[src/verilog/dcu_pkg.sv]
// What this block does
// - opcode 0111 decodes track offset modifiers
// - no offset hardware: offset command is no-op
// - unsupported offset magnitudes still accepted
// - seek or recalibrate clears all offsets
// - diagnostics end with complete, fault adds attention
// - diag parameter zero standard, unimplemented rejected unless DIAG_ALTS is 0
// - parameter byte zero always runs correctly
// - opcode 1001 loads low bytes-per-sector, hard only
// - drive may adjust requested bytes per sector
// - controller reads back sector configuration afterward; dcu_ctrl issues no such read
// - opcode 1010 captures high four value bits
// - high bytes-per-sector sent before low command
// - high value: complete, attention if invalid
// - seek high bits combine with next seek
// - distance/direction high bits precede changed seek
// - opcode 1011 formats one optical track
// - opcode 1110 switch number and parameter
// - switch 1100 sets spindle master or slave
// - switch 1101 selects zone, reject past last
// - zone 0 acts as single-frequency drive
// - soft switch 0 overrides physical switch positions
// - opcodes 1111, 1100, 1101 reserved
package dcu_pkg;
	localparam int OP_MSB = 15;
	localparam int MOD_MSB = 11;
	localparam int MOD_LSB = 8;
	localparam int PAR_MSB = 7;
	localparam logic [3:0] OP_SEEK = 4'h0;
	localparam logic [3:0] OP_RECAL = 4'h1;
	localparam logic [3:0] OP_TRK_OFS = 4'h7;
	localparam logic [3:0] OP_DIAG = 4'h8;
	localparam logic [3:0] OP_SET_BPS = 4'h9;
	localparam logic [3:0] OP_HIGH_VAL = 4'hA;
	localparam logic [3:0] OP_FORMAT = 4'hB;
	localparam logic [3:0] OP_RSV_C = 4'hC;
	localparam logic [3:0] OP_RSV_D = 4'hD;
	localparam logic [3:0] OP_SET_CFG = 4'hE;
	localparam logic [3:0] OP_LINK = 4'hF;
	localparam logic [3:0] HV_ABS = 4'h0;
	localparam logic [3:0] HV_DIR_MIN = 4'h1;
	localparam logic [3:0] HV_DIR_MAX = 4'h2;
	localparam logic [3:0] HV_BPS = 4'h3;
	localparam logic [3:0] SW_SYNC = 4'hC;
	localparam logic [3:0] SW_ZONE = 4'hD;
	localparam logic [7:0] SYNC_SLAVE = 8'h00;
	localparam logic [7:0] SYNC_MASTER = 8'h01;
	localparam logic [7:0] PAR_ZERO = 8'h00;
	localparam logic [7:0] DIAG_FIRST_ALT = 8'h01;
	localparam logic [3:0] ZONE_SINGLE = 4'h0;
	localparam logic [15:0] BPS_RESET = 16'h0000;
	localparam logic [1:0] A_CMD = 2'h0;
	localparam logic [1:0] A_STAT = 2'h1;
	localparam logic [1:0] A_LAST = 2'h2;
endpackage

[src/verilog/dcu_link_if.sv]
`timescale 1ns/1ns
`default_nettype none
// command word one way, completion and attention back
interface dcu_link_if;
	logic cmd_valid;
	logic [15:0] cmd_word;
	logic cmd_complete;
	logic attention;
	modport drive (input cmd_valid, input cmd_word, output cmd_complete, output attention);
	modport ctrl (output cmd_valid, output cmd_word, input cmd_complete, input attention);
endinterface
`default_nettype wire

[src/verilog/dcu_diag_engine.sv]
`timescale 1ns/1ns
`default_nettype none
// runs a diagnostic routine for RUN_CYCLES cycles, fewer when param[1:0] is nonzero
module dcu_diag_engine import dcu_pkg::*; #(
	parameter int RUN_CYCLES = 64
) (
	input wire logic clock, // system clock
	input wire logic reset_n, // sync reset
	input wire logic start, // one-cycle start
	input wire logic [7:0] param, // vendor parameter byte
	input wire logic fault_in, // self-test fault sense
	output logic done, // one-cycle finish
	output logic fault // fault seen, valid with done
);
	// refuse run lengths the 16-bit counter cannot hold
	if (RUN_CYCLES < 2 || RUN_CYCLES > 65535) begin : g_bad_run
		$error("RUN_CYCLES out of range");
	end
	logic [15:0] cnt_q;
	logic busy_q;
	logic fault_q;
	logic done_q;
	wire last = busy_q && (cnt_q == 16'h0000);
	// parameter only shortens the run; zero runs the full routine
	wire [15:0] load = 16'(RUN_CYCLES - 1) >> param[1:0];
	always_ff @(posedge clock) begin
		if (!reset_n) begin
			cnt_q <= 16'h0000;
			busy_q <= 1'b0;
			fault_q <= 1'b0;
			done_q <= 1'b0;
		end else begin
			done_q <= last;
			if (start) begin
				busy_q <= 1'b1;
				cnt_q <= load;
				fault_q <= 1'b0;
			end else if (busy_q) begin
				cnt_q <= cnt_q - 16'h0001;
				fault_q <= fault_q | fault_in;
				if (last) busy_q <= 1'b0;
			end
		end
	end
	assign done = done_q;
	assign fault = fault_q;
endmodule
`default_nettype wire

[src/verilog/dcu_drive.sv]
`timescale 1ns/1ns
`default_nettype none
// drive-side decoder for upper opcodes plus seek/recalibrate
module dcu_drive import dcu_pkg::*; #(
	parameter bit HAS_TRK_OFS = 1'b1,
	parameter int OFS_LEVELS = 2,
	parameter int DIAG_ALTS = 2,
	parameter int NUM_ZONES = 4,
	parameter bit HAS_DD_SEEK = 1'b1,
	parameter bit HAS_FORMAT = 1'b1,
	parameter int FORMAT_CYCLES = 200,
	parameter logic [15:0] MAX_TRACK = 16'h0FFF,
	parameter logic [15:0] BPS_MIN = 16'h0100,
	parameter logic [15:0] BPS_MAX = 16'h7FFF
) (
	input wire logic clock, // 20 MHz clock
	input wire logic reset_n, // sync reset
	dcu_link_if.drive link, // command link
	input wire logic hard_sector, // configured hard sectored
	input wire logic [7:0] phys_switch, // physical switch bank
	input wire logic diag_fault_in, // self-test fault sense
	output logic [2:0] trk_ofs_mag, // track offset amount
	output logic trk_ofs_neg, // offset direction negative
	output logic [15:0] bps_q_out, // bytes per sector applied
	output logic [15:0] seek_target, // last seek target
	output logic seek_toward_max, // last seek direction
	output logic spindle_master, // spindle sync master
	output logic [3:0] zone, // selected zone, 0 single-frequency
	output logic [7:0] eff_switch // effective switch settings
);
	// refuse parameter values the decode cannot serve
	if (OFS_LEVELS < 0 || OFS_LEVELS > 3) begin : g_bad_ofs
		$error("OFS_LEVELS out of range");
	end
	if (NUM_ZONES < 1 || NUM_ZONES > 15) begin : g_bad_zones
		$error("NUM_ZONES out of range");
	end
	if (DIAG_ALTS < 0 || DIAG_ALTS > 15) begin : g_bad_alts
		$error("DIAG_ALTS out of range");
	end
	if (FORMAT_CYCLES < 1 || FORMAT_CYCLES > 65535) begin : g_bad_fmt
		$error("FORMAT_CYCLES out of range");
	end
	typedef enum logic [1:0] {ST_IDLE, ST_DIAG, ST_FMT, ST_DONE} dcu_state_e;
	dcu_state_e state_q;
	logic cc_q, att_q, att_d;
	logic cmd_seen_q;
	logic [15:0] fmt_cnt_q;
	logic [2:0] mag_q;
	logic neg_q;
	logic [15:0] bps_q;
	logic [3:0] hi_seek_q, hi_bps_q;
	logic dir_max_q;
	logic [15:0] seek_q;
	logic master_q;
	logic [3:0] zone_q;
	logic [15:0] sw_mask_q;
	logic [7:0] sw_val_q [16];
	logic diag_done, diag_fault;
	logic [9:0] pin_s1_q;
	logic [9:0] pin_s2_q;
	// pins pass two flops so no decode sees a metastable level
	always_ff @(posedge clock) begin
		if (!reset_n) begin
			pin_s1_q <= 10'h000;
			pin_s2_q <= 10'h000;
		end else begin
			pin_s1_q <= {hard_sector, diag_fault_in, phys_switch};
			pin_s2_q <= pin_s1_q;
		end
	end
	wire hard_sync = pin_s2_q[9];
	wire fault_sync = pin_s2_q[8];
	wire [7:0] phys_sync = pin_s2_q[7:0];
	// command field decode
	wire take = link.cmd_valid && !cmd_seen_q && state_q == ST_IDLE;
	wire [3:0] op = link.cmd_word[OP_MSB -: 4];
	wire [3:0] md = link.cmd_word[MOD_MSB:MOD_LSB];
	wire [7:0] pr = link.cmd_word[PAR_MSB:0];
	wire [11:0] low12 = link.cmd_word[11:0];
	wire [15:0] bps_new = {hi_bps_q, low12};
	wire [15:0] seek_new = {hi_seek_q, low12};
	wire [1:0] ofs_req = md[2:1];
	wire ofs_rsv = md[3];
	wire [2:0] ofs_cap = (32'(ofs_req) > OFS_LEVELS) ? 3'(OFS_LEVELS) : {1'b0, ofs_req};
	wire diag_ok = (pr == PAR_ZERO) ? 1'b1 : (DIAG_ALTS == 0) ? 1'b1 : 32'(pr) <= DIAG_ALTS;
	wire bps_ok = hard_sync && bps_new >= BPS_MIN && bps_new <= BPS_MAX;
	wire hv_rsv = md > HV_BPS || (!HAS_DD_SEEK && (md == HV_DIR_MIN || md == HV_DIR_MAX));
	wire hv_val_ok = (md == HV_BPS) ? hard_sync : ({pr[3:0], 12'h000} <= MAX_TRACK);
	wire sw_ok = (md == SW_SYNC) ? (pr == SYNC_SLAVE || pr == SYNC_MASTER) :
		(md == SW_ZONE) ? (32'(pr) <= NUM_ZONES) :
		!md[3]; // vendor switches 0000-0111
	wire op_rsv = op == OP_RSV_C || op == OP_RSV_D || op == OP_LINK || (op == OP_FORMAT && !HAS_FORMAT);
	// attention for the immediate answer of each command
	always_comb begin
		att_d = 1'b0;
		unique case (op)
			OP_TRK_OFS: att_d = ofs_rsv;
			OP_SET_BPS: att_d = !bps_ok;
			OP_HIGH_VAL: att_d = hv_rsv || !hv_val_ok;
			OP_SET_CFG: att_d = !sw_ok;
			OP_SEEK: att_d = seek_new > MAX_TRACK;
			default: att_d = op_rsv;
		endcase
	end
	dcu_diag_engine u_diag (
		.clock(clock),
		.reset_n(reset_n),
		.start(take && op == OP_DIAG && diag_ok),
		.param(pr),
		.fault_in(fault_sync),
		.done(diag_done),
		.fault(diag_fault)
	);
	// sequencer: answer, long runs, hold complete until word drops
	always_ff @(posedge clock) begin
		if (!reset_n) begin
			state_q <= ST_IDLE;
			cc_q <= 1'b0;
			att_q <= 1'b0;
			cmd_seen_q <= 1'b0;
			fmt_cnt_q <= 16'h0000;
		end else begin
			if (!link.cmd_valid) cmd_seen_q <= 1'b0;
			// attention only ever stands beside complete
			if (!link.cmd_valid) begin
				cc_q <= 1'b0;
				att_q <= 1'b0;
			end
			unique case (state_q)
				ST_IDLE: if (take) begin
					cmd_seen_q <= 1'b1;
					if (op == OP_DIAG && diag_ok) begin
						state_q <= ST_DIAG;
					end else if (op == OP_FORMAT && HAS_FORMAT) begin
						state_q <= ST_FMT;
						fmt_cnt_q <= 16'(FORMAT_CYCLES);
					end else begin
						cc_q <= 1'b1;
						att_q <= (op == OP_DIAG) ? 1'b1 : att_d;
					end
				end
				ST_DIAG: if (diag_done) begin
					cc_q <= 1'b1;
					att_q <= diag_fault;
					state_q <= ST_IDLE;
				end
				ST_FMT: begin
					fmt_cnt_q <= fmt_cnt_q - 16'h0001;
					if (fmt_cnt_q == 16'h0001) state_q <= ST_DONE;
				end
				ST_DONE: begin
					cc_q <= 1'b1;
					att_q <= 1'b0;
					state_q <= ST_IDLE;
				end
			endcase
		end
	end
	// offset, size, seek state
	always_ff @(posedge clock) begin
		if (!reset_n) begin
			mag_q <= 3'b000;
			neg_q <= 1'b0;
			bps_q <= BPS_RESET;
			hi_bps_q <= 4'h0;
			hi_seek_q <= 4'h0;
			dir_max_q <= 1'b0;
			seek_q <= 16'h0000;
		end else if (take && !att_d) begin
			if (op == OP_SEEK || op == OP_RECAL) begin
				mag_q <= 3'b000;
				neg_q <= 1'b0;
				seek_q <= (op == OP_RECAL) ? 16'h0000 : seek_new;
			end
			if (op == OP_TRK_OFS && HAS_TRK_OFS) begin
				mag_q <= md[3:1] == 3'b000 ? 3'b000 : ofs_cap;
				neg_q <= md[0] && md[3:1] != 3'b000;
			end
			if (op == OP_SET_BPS) bps_q <= bps_new;
			if (op == OP_HIGH_VAL) begin
				if (md == HV_BPS) hi_bps_q <= pr[3:0];
				if (md == HV_ABS) hi_seek_q <= pr[3:0];
				if (md == HV_DIR_MIN || md == HV_DIR_MAX) begin
					hi_seek_q <= pr[3:0];
					dir_max_q <= md == HV_DIR_MAX;
				end
			end
		end
	end
	// soft switch store
	always_ff @(posedge clock) begin
		if (!reset_n) begin
			master_q <= 1'b0;
			zone_q <= ZONE_SINGLE;
			sw_mask_q <= 16'h0000;
		end else if (take && op == OP_SET_CFG && sw_ok) begin
			if (md == SW_SYNC) master_q <= pr == SYNC_MASTER;
			if (md == SW_ZONE) zone_q <= pr[3:0];
			sw_mask_q[md] <= 1'b1;
		end
	end
	always_ff @(posedge clock) begin
		if (take && op == OP_SET_CFG && sw_ok) sw_val_q[md] <= pr;
	end
	// soft value of switch 0 overrides the physical bank once written
	assign eff_switch = sw_mask_q[0] ? sw_val_q[0] : phys_sync;
	assign link.cmd_complete = cc_q;
	assign link.attention = att_q;
	assign trk_ofs_mag = mag_q;
	assign trk_ofs_neg = neg_q;
	assign bps_q_out = bps_q;
	assign seek_target = seek_q;
	assign seek_toward_max = dir_max_q;
	assign spindle_master = master_q;
	assign zone = zone_q;
endmodule
`default_nettype wire

[src/flat_wrapper.sv]
// flat-port wrapper written by rule: the top's interface ports become plain ports
module dcu_drive_flat import dcu_pkg::*;
#(
	parameter bit HAS_TRK_OFS = 1'b1,
	parameter int OFS_LEVELS = 2,
	parameter int DIAG_ALTS = 2,
	parameter int NUM_ZONES = 4,
	parameter bit HAS_DD_SEEK = 1'b1,
	parameter bit HAS_FORMAT = 1'b1,
	parameter int FORMAT_CYCLES = 200,
	parameter logic [15:0] MAX_TRACK = 16'h0FFF,
	parameter logic [15:0] BPS_MIN = 16'h0100,
	parameter logic [15:0] BPS_MAX = 16'h7FFF
)
  (clock, reset_n, hard_sector, phys_switch, diag_fault_in, trk_ofs_mag, trk_ofs_neg, bps_q_out, seek_target, seek_toward_max, spindle_master, zone, eff_switch, link_cmd_valid, link_cmd_word, link_cmd_complete, link_attention);
  dcu_link_if link_i ();
  input wire logic clock;
  input wire logic reset_n;
  input wire logic hard_sector;
  input wire logic [7:0] phys_switch;
  input wire logic diag_fault_in;
  output logic [2:0] trk_ofs_mag;
  output logic trk_ofs_neg;
  output logic [15:0] bps_q_out;
  output logic [15:0] seek_target;
  output logic seek_toward_max;
  output logic spindle_master;
  output logic [3:0] zone;
  output logic [7:0] eff_switch;
  input wire logic [$bits(link_i.cmd_valid)-1:0] link_cmd_valid;
  input wire logic [$bits(link_i.cmd_word)-1:0] link_cmd_word;
  output wire logic [$bits(link_i.cmd_complete)-1:0] link_cmd_complete;
  output wire logic [$bits(link_i.attention)-1:0] link_attention;
  assign link_i.cmd_valid = link_cmd_valid;
  assign link_i.cmd_word = link_cmd_word;
  assign link_cmd_complete = link_i.cmd_complete;
  assign link_attention = link_i.attention;
  dcu_drive #(.HAS_TRK_OFS(HAS_TRK_OFS), .OFS_LEVELS(OFS_LEVELS), .DIAG_ALTS(DIAG_ALTS), .NUM_ZONES(NUM_ZONES), .HAS_DD_SEEK(HAS_DD_SEEK), .HAS_FORMAT(HAS_FORMAT), .FORMAT_CYCLES(FORMAT_CYCLES), .MAX_TRACK(MAX_TRACK), .BPS_MIN(BPS_MIN), .BPS_MAX(BPS_MAX)) u_core (.clock(clock), .reset_n(reset_n), .link(link_i), .hard_sector(hard_sector), .phys_switch(phys_switch), .diag_fault_in(diag_fault_in), .trk_ofs_mag(trk_ofs_mag), .trk_ofs_neg(trk_ofs_neg), .bps_q_out(bps_q_out), .seek_target(seek_target), .seek_toward_max(seek_toward_max), .spindle_master(spindle_master), .zone(zone), .eff_switch(eff_switch));
endmodule
[config.mk]
export PLATFORM = sky130hd
export DESIGN_NAME = dcu_drive_flat
export DESIGN_NICKNAME = d
export VERILOG_FILES = /design/src/verilog/dcu_pkg.sv /design/src/verilog/dcu_link_if.sv /design/src/verilog/dcu_diag_engine.sv /design/src/verilog/dcu_drive.sv /design/src/flat_wrapper.sv
export SDC_FILE = /design/constraint.sdc
export NUM_CORES = 1
export LEC_CHECK = 0
export ABC_AREA = 1
export BUFFER_PORTS_ARGS = -buffer_cell sky130_fd_sc_hd__buf_2
export CAP_MARGIN = 20
export CORE_ASPECT_RATIO = 0.75
export CORE_UTILIZATION = 30
export DETAILED_ROUTE_END_ITERATION = 16
export REMOVE_ABC_BUFFERS = 1
export SLEW_MARGIN = 20
export SYNTH_ARGS = -nofsm -noshare
export SYNTH_HDL_FRONTEND = slang
export SYNTH_SLANG_ARGS = --single-unit
[constraint.sdc]
create_clock -name clock -period 4.66 [get_ports clock]
set_input_delay 0.466 -clock clock [delete_from_list [all_inputs] [get_ports clock]]
set_output_delay 0.466 -clock clock [all_outputs]
set_load 0.01 [all_outputs]
# After elaboration in Yosys (flattened, before gate mapping)
# Memory sizes are Yosys's and may differ from the RTL's.
# Cells that the tools add are included.
# op_classes
n_addsub	2
order_cmp	10
n_eq_ne	26
shifts	1
n_mux	50
bitwise_logic	3
n_reduce_logical	47
# op_table
op	count
$mux W16	6
$eq A4 B4 Y1 const B	10
$pmux W16 S2	1
$sub A16 B1 Y16 const B	2
$mux W1	26
$eq A16 B1 Y1 const B	1
$ge A16 B9 Y1 const B	1
$gt A16 B12 Y1 const B	1
$le A16 B12 Y1 const B	1
$le A16 B15 Y1 const B	1
$logic_not A16 Y1	1
$or A16 B16 Y16	1
$shr A6 B2 Y16 const A	1
$logic_and A1 B1 Y1	13
$mux W2	6
$reduce_and A2 Y1	5
$mux W3	3
$reduce_and A3 Y1	3
$eq A4 B1 Y1 const B	2
$eq A4 B2 Y1 const B	2
$eq A8 B1 Y1 const B	1
$le A8 B2 Y1 const B	1
$le A8 B3 Y1 const B	1
$logic_not A4 Y1	2
27 further kinds	47
# word_totals
ff_bits	126
ram_bits	128
inputBits	29
n_memories	1
# memory_table
name	words	width	read_ports	rd_ports_with_merged_regs	wr	line	source
u_core.sw_val_q	16	8	1	0	1	dcu_drive.sv:58	logic [7:0] sw_val_q [16];

# Longest topological paths before layout
# depth
word_depth	10
ltp_mapped	14
ltp_nobuf	12

# By module
# From an unflattened synthesis, not the netlist that was laid out.
# unflattened
hier_cells	737
hier_area_um2	5212.5
# by_module_without_submodules
module	instances	cells_per_inst	area_per_inst_um2	seq_area_each_um2
dcu_drive	1	584	4195.3	2062.0
dcu_diag_engine	1	153	1017.2	380.4

# Worst setup path after synthesis
# OpenSTA, ideal clock, no wires.
# synth_path
path_kind	input port to flip-flop
startpoint	input link_cmd_word[8]
endpoint	memory u_core.sw_val_q[0][0], enable pin
t_arrival_ns	1.500
required_ns	4.286
setup_slack_ns	2.787
stages	6
cell_sequence	buf_6 nor3_2 nand2_1 nand3_1 nand2_1 nor2_1
# synth_between
elab_chain_len	6
word_cells_on_any_way	7
# synth_lines
element	line	source
start: declaration	flat_wrapper.sv:31	input wire logic [$bits(link_i.cmd_word)-1:0] link_cmd_word;
$eq A4 B4 Y1	dcu_drive.sv:91	(md == SW_ZONE) ? (32'(pr) <= NUM_ZONES) :
$mux W1	dcu_drive.sv:91	
$mux W1	dcu_drive.sv:90	wire sw_ok = (md == SW_SYNC) ? (pr == SYNC_SLAVE || pr == SYNC_MASTER) :
$logic_and A1 B1 Y1	dcu_drive.sv:204	if (take && op == OP_SET_CFG && sw_ok) sw_val_q[md] <= pr;
$mux W1	dcu_drive.sv:204	
$mux W1 (implied by the code)	dcu_drive.sv:204	
end: declaration	dcu_drive.sv:58	
# Several ways; a longest one is shown, not always the timed one.

# Worst setup path in the final report
# layout_path
startpoint	input link_cmd_word[12]
endpoint	register u_core.hi_seek_q[1]
# layout_between
elab_chain_len	7
word_cells_on_any_way	14
# layout_lines
element	line	source
$eq A4 B4 Y1	dcu_drive.sv:93	wire op_rsv = op == OP_RSV_C || op == OP_RSV_D || op == OP_LINK || (op == OP_FORMAT && !HAS_FORMAT);
$logic_or A1 B1 Y1 (2 in a row)	dcu_drive.sv:93	
$pmux W1 S5	dcu_drive.sv:97	unique case (op)
$logic_not A1 Y1	dcu_drive.sv:170	end else if (take && !att_d) begin
$logic_and A1 B1 Y1	dcu_drive.sv:170	
$reduce_and A3 Y1 (no line) *	--	
end signal: assignment	dcu_drive.sv:183	if (md == HV_ABS) hi_seek_q <= pr[3:0];
end signal: assignment	dcu_drive.sv:185	hi_seek_q <= pr[3:0];
end: declaration	dcu_drive.sv:52	logic [3:0] hi_seek_q, hi_bps_q;
# Mark *: on every way between the ends. The rest lies on a longest branch, timed or not.
# A chain may end at the register's enable or synchronous reset.

==> flow_summary.json <==
{
  "dp.cells": 981,
  "max_freq_ghz": 0.493,
  "tightestPinTransition_ns": 0.741,
  "cts_tree": "yes",
  "die_y_um": 116,
  "synth_cell_types": 41,
  "synth_area_um2": 5180,
  "final_nets": 817,
  "routedWlPerCell_um": 12.4,
  "die_w_um": 154,
  "slew_violations": 0,
  "r2r-start": "u_core.state_q[0]$_SDFFE_PN0P_",
  "crit_path_start_kind": "input port",
  "cpLargestDelayFamily": "simple AND/OR/NAND/NOR gates",
  "critical_path.max_fanout": 18,
  "core_area_um2": 16900,
  "grt_use_total_pct": 15.2,
  "grt_overflow": 0,
  "antenna_cells": 0,
  "r2r_setup_slack_ns": 2.70,
  "rows": 41,
  "grt_pass1_vias": 4215,
  "synth_ff_type": "dfxtp_1",
  "holdWs_ns": 0.239,
  "vdd_drop_max_mv": 0.272,
  "wl_um": 12600,
  "status": "completed",
  "period_minus_slack_ns": 2.03,
  "viasPerCell": 4.45,
  "dpl_cell_area_um2": 5730,
  "dr.pass1.iters": 5,
  "p_total_mw": 2.57,
  "crit_buf_inv": 2,
  "max_stage_delay_ns": 0.56,
  "drcViolationCount": 0,
  "synth_edf_count": 8,
  "clk-insertion-delay-late_ns": 0.42,
  "vias": 4509,
  "fin_cells": 1013,
  "portBuffers": 79,
  "drv_cap": 0,
  "synth_area_leaders": "dfxtp_1, nand2_1, nor2_1",
  "tns_ns": 0,
  "crit_arrival_ns": 2.33,
  "cts_root_buffer": "clkbuf_16",
  "path_cells": "buf_2 > inv_2 > nand2_1 > nand2_1 > nand2_1 > nor2_4 > nand3_4 > nor3_4 > nand2_1 > nand2_1 > nor2_1",
  "ys_top_cells_by_count": "nand2_1, dfxtp_1, nor2_1",
  "required_ns": 4.96,
  "async_flop_share_pct": 0,
  "post_cts_buffers": 0,
  "path_clk_slew_ns": 0.06,
  "finalSetupViolCount": 0,
  "die-area_um2": 17800,
  "post-route-period-util_pct": 43.6,
  "cpMostUsedCell": "nand2_1",
  "grt_max_degree": 37,
  "yosysSeqAreaShare_pct": 47.1,
  "cts_htree_levels": 4,
  "synth_top_area_share_pct": 42.5,
  "cts-resized-gates": 0,
  "cts_max_path_buffers": 2,
  "postLayoutCellArea_um2": 6360,
  "power_density_nw_per_um2": 404,
  "grt_use_met3_pct": 5.05,
  "ioPinCount": 81,
  "report.final.hold_viol_count": 0,
  "initial_utilization_pct": 30.7,
  "fin_ws_ns": 2.63,
  "fin_util_pct": 37.7,
  "critPathKind": "input port to flop",
  "numCtsBuffers": 17,
  "dp_slack_ns": 2.16,
  "grt_use_met2_pct": 21.0,
  "crit_slowest_cell": "nor3_4",
  "grt_use_met1_pct": 22.1,
  "hold_path_class": "input port to flop",
  "drtIter0Drc": 311,
  "hold_end": "u_core.pin_s1_q[6]$_SDFF_PN0_",
  "hp-start": "phys_switch[6]",
  "drive_above_1_share_pct": 17.7,
  "synth-seq-cells": 118,
  "cts.sinks": 118,
  "busiest_layer": "met1",
  "antenna_found_initial": 0,
  "max_slew_margin_pct": 50.4,
  "synth_most_common_cell": "nand2_1",
  "rsz0062_at_grt": "false",
  "yosysWarnings": 0,
  "timing.rr.end": "u_core.sw_val_q[0][5]$_DFFE_PP_",
  "antenna_left": 0,
  "syn_area_per_cell_um2": 7.34,
  "finalWeightedCongestion": 0.835,
  "leakage_nw": 3.03,
  "grt_pass1_wl_um": 21100,
  "area_delta_synth_final_pct": 22.7,
  "dp_hpwl_um": 8960,
  "end_kind": "flop",
  "hold_buffers": 0,
  "yosysTopAreaCell": "dfxtp_1",
  "skew_ns": 0.00916,
  "ff2ff_path_depth": 5,
  "holdPathStages": 3,
  "syn_inst": 706
}
-- per-layer routing --
metal	part of all wire, %	wire [um]	vias up
met2	39	4940	103
met1	54	6790	2001
li1	-	-	2398
met5	0	0	-
met3	6.2	774	7
met4	0.64	80	0
-- worst reg2reg max path, delay by kind of cell, from the launching register on --
kind | cells | cell delay [ns]
AND/OR/NAND/NOR | 5 | 1.25
flip-flops | 1 | 0.34
-- layout make-up --
class | count | area [um2]
tap | 215 | 269
clock inverter | 11 | 148
multi-input combinational | 472 | 2250
fill | 1748 | 10500
sequential | 118 | 2440
inverter | 95 | 357
timing repair buffer | 81 | 410
clock buffer | 21 | 480
-- sequential cells by signal (all words and copies together), names as in the netlist --
name and count:
u_core.bps_q_out 16, u_core.cmd_seen_q 1, u_core.fmt_cnt_q 16, u_core.hi_bps_q 4, u_core.hi_seek_q 4, u_core.link.attention 1, u_core.link.cmd_complete 1, u_core.pin_s1_q 10
u_core.pin_s2_q 10, u_core.seek_target 16, u_core.seek_toward_max 1, u_core.spindle_master 1, u_core.state_q 2, u_core.sw_mask_q 1, u_core.sw_val_q 8, u_core.trk_ofs_mag 2
u_core.trk_ofs_neg 1, u_core.u_diag.busy_q 1, u_core.u_diag.cnt_q 16, u_core.u_diag.done 1, u_core.u_diag.fault 1, u_core.zone 4
-- cell families after synthesis --
logic type	after synthesis	share of synthesized area (%)
flip-flops	118	47.1
AND/OR/NAND/NOR	363	31.2
AO/OA/AOI/OAI	95	9.78
other	1	0.0724
buffers and inverters	116	9.39
XOR/XNOR	10	1.69
adder cells (fa/ha/maj)	3	0.725
-- report_power, final --
group,internal (mW),switching (mW)
registers,1.04,0.00968
clock network,0.896,0.469
logic,0.0480,0.108
total,1.98,0.586
-- placed cells by master, fill, tap and decap left out, types with 3 or more instances in the layout --
cell	synthesis	routed
clkbuf_8	0	4
xor2_1	7	7
nand3_2	3	3
nor3_1	9	9
buf_2	2	79
clkbuf_16	0	17
nor2_1	104	104
edfxtp_1	8	8
o21ai_0	19	19
inv_1	91	91
a21oi_1	63	63
clkinvlp_4	0	4
o21a_1	3	3
bufinv_16	0	3
ha_1	3	3
nand2_1	176	176
nor2_4	4	4
dfxtp_1	110	110
inv_2	4	4
or2_2	6	6
nand4_1	12	12
nand3_1	35	35
nor3_4	3	3
xnor2_1	3	3
-- worst max-delay path by stage --
stage	startpoint	endpoint	slack [ns]	cells past startpoint
finish	link_cmd_word[12]	u_core.hi_seek_q[1]$_SDFFE_PN0P_	2.63	11
detailed placement	link_cmd_word[12]	u_core.hi_seek_q[2]$_SDFFE_PN0P_	2.16	11
global placement	link_cmd_word[12]	u_core.hi_seek_q[0]$_SDFFE_PN0P_	2.22	11
floorplan	link_cmd_word[12]	u_core.hi_seek_q[0]$_SDFFE_PN0P_	2.72	10
CTS	link_cmd_word[12]	u_core.hi_seek_q[1]$_SDFFE_PN0P_	2.63	11
global route	link_cmd_word[12]	u_core.hi_seek_q[2]$_SDFFE_PN0P_	2.40	11
No activity file was read; power rests on OpenSTA's default activity.
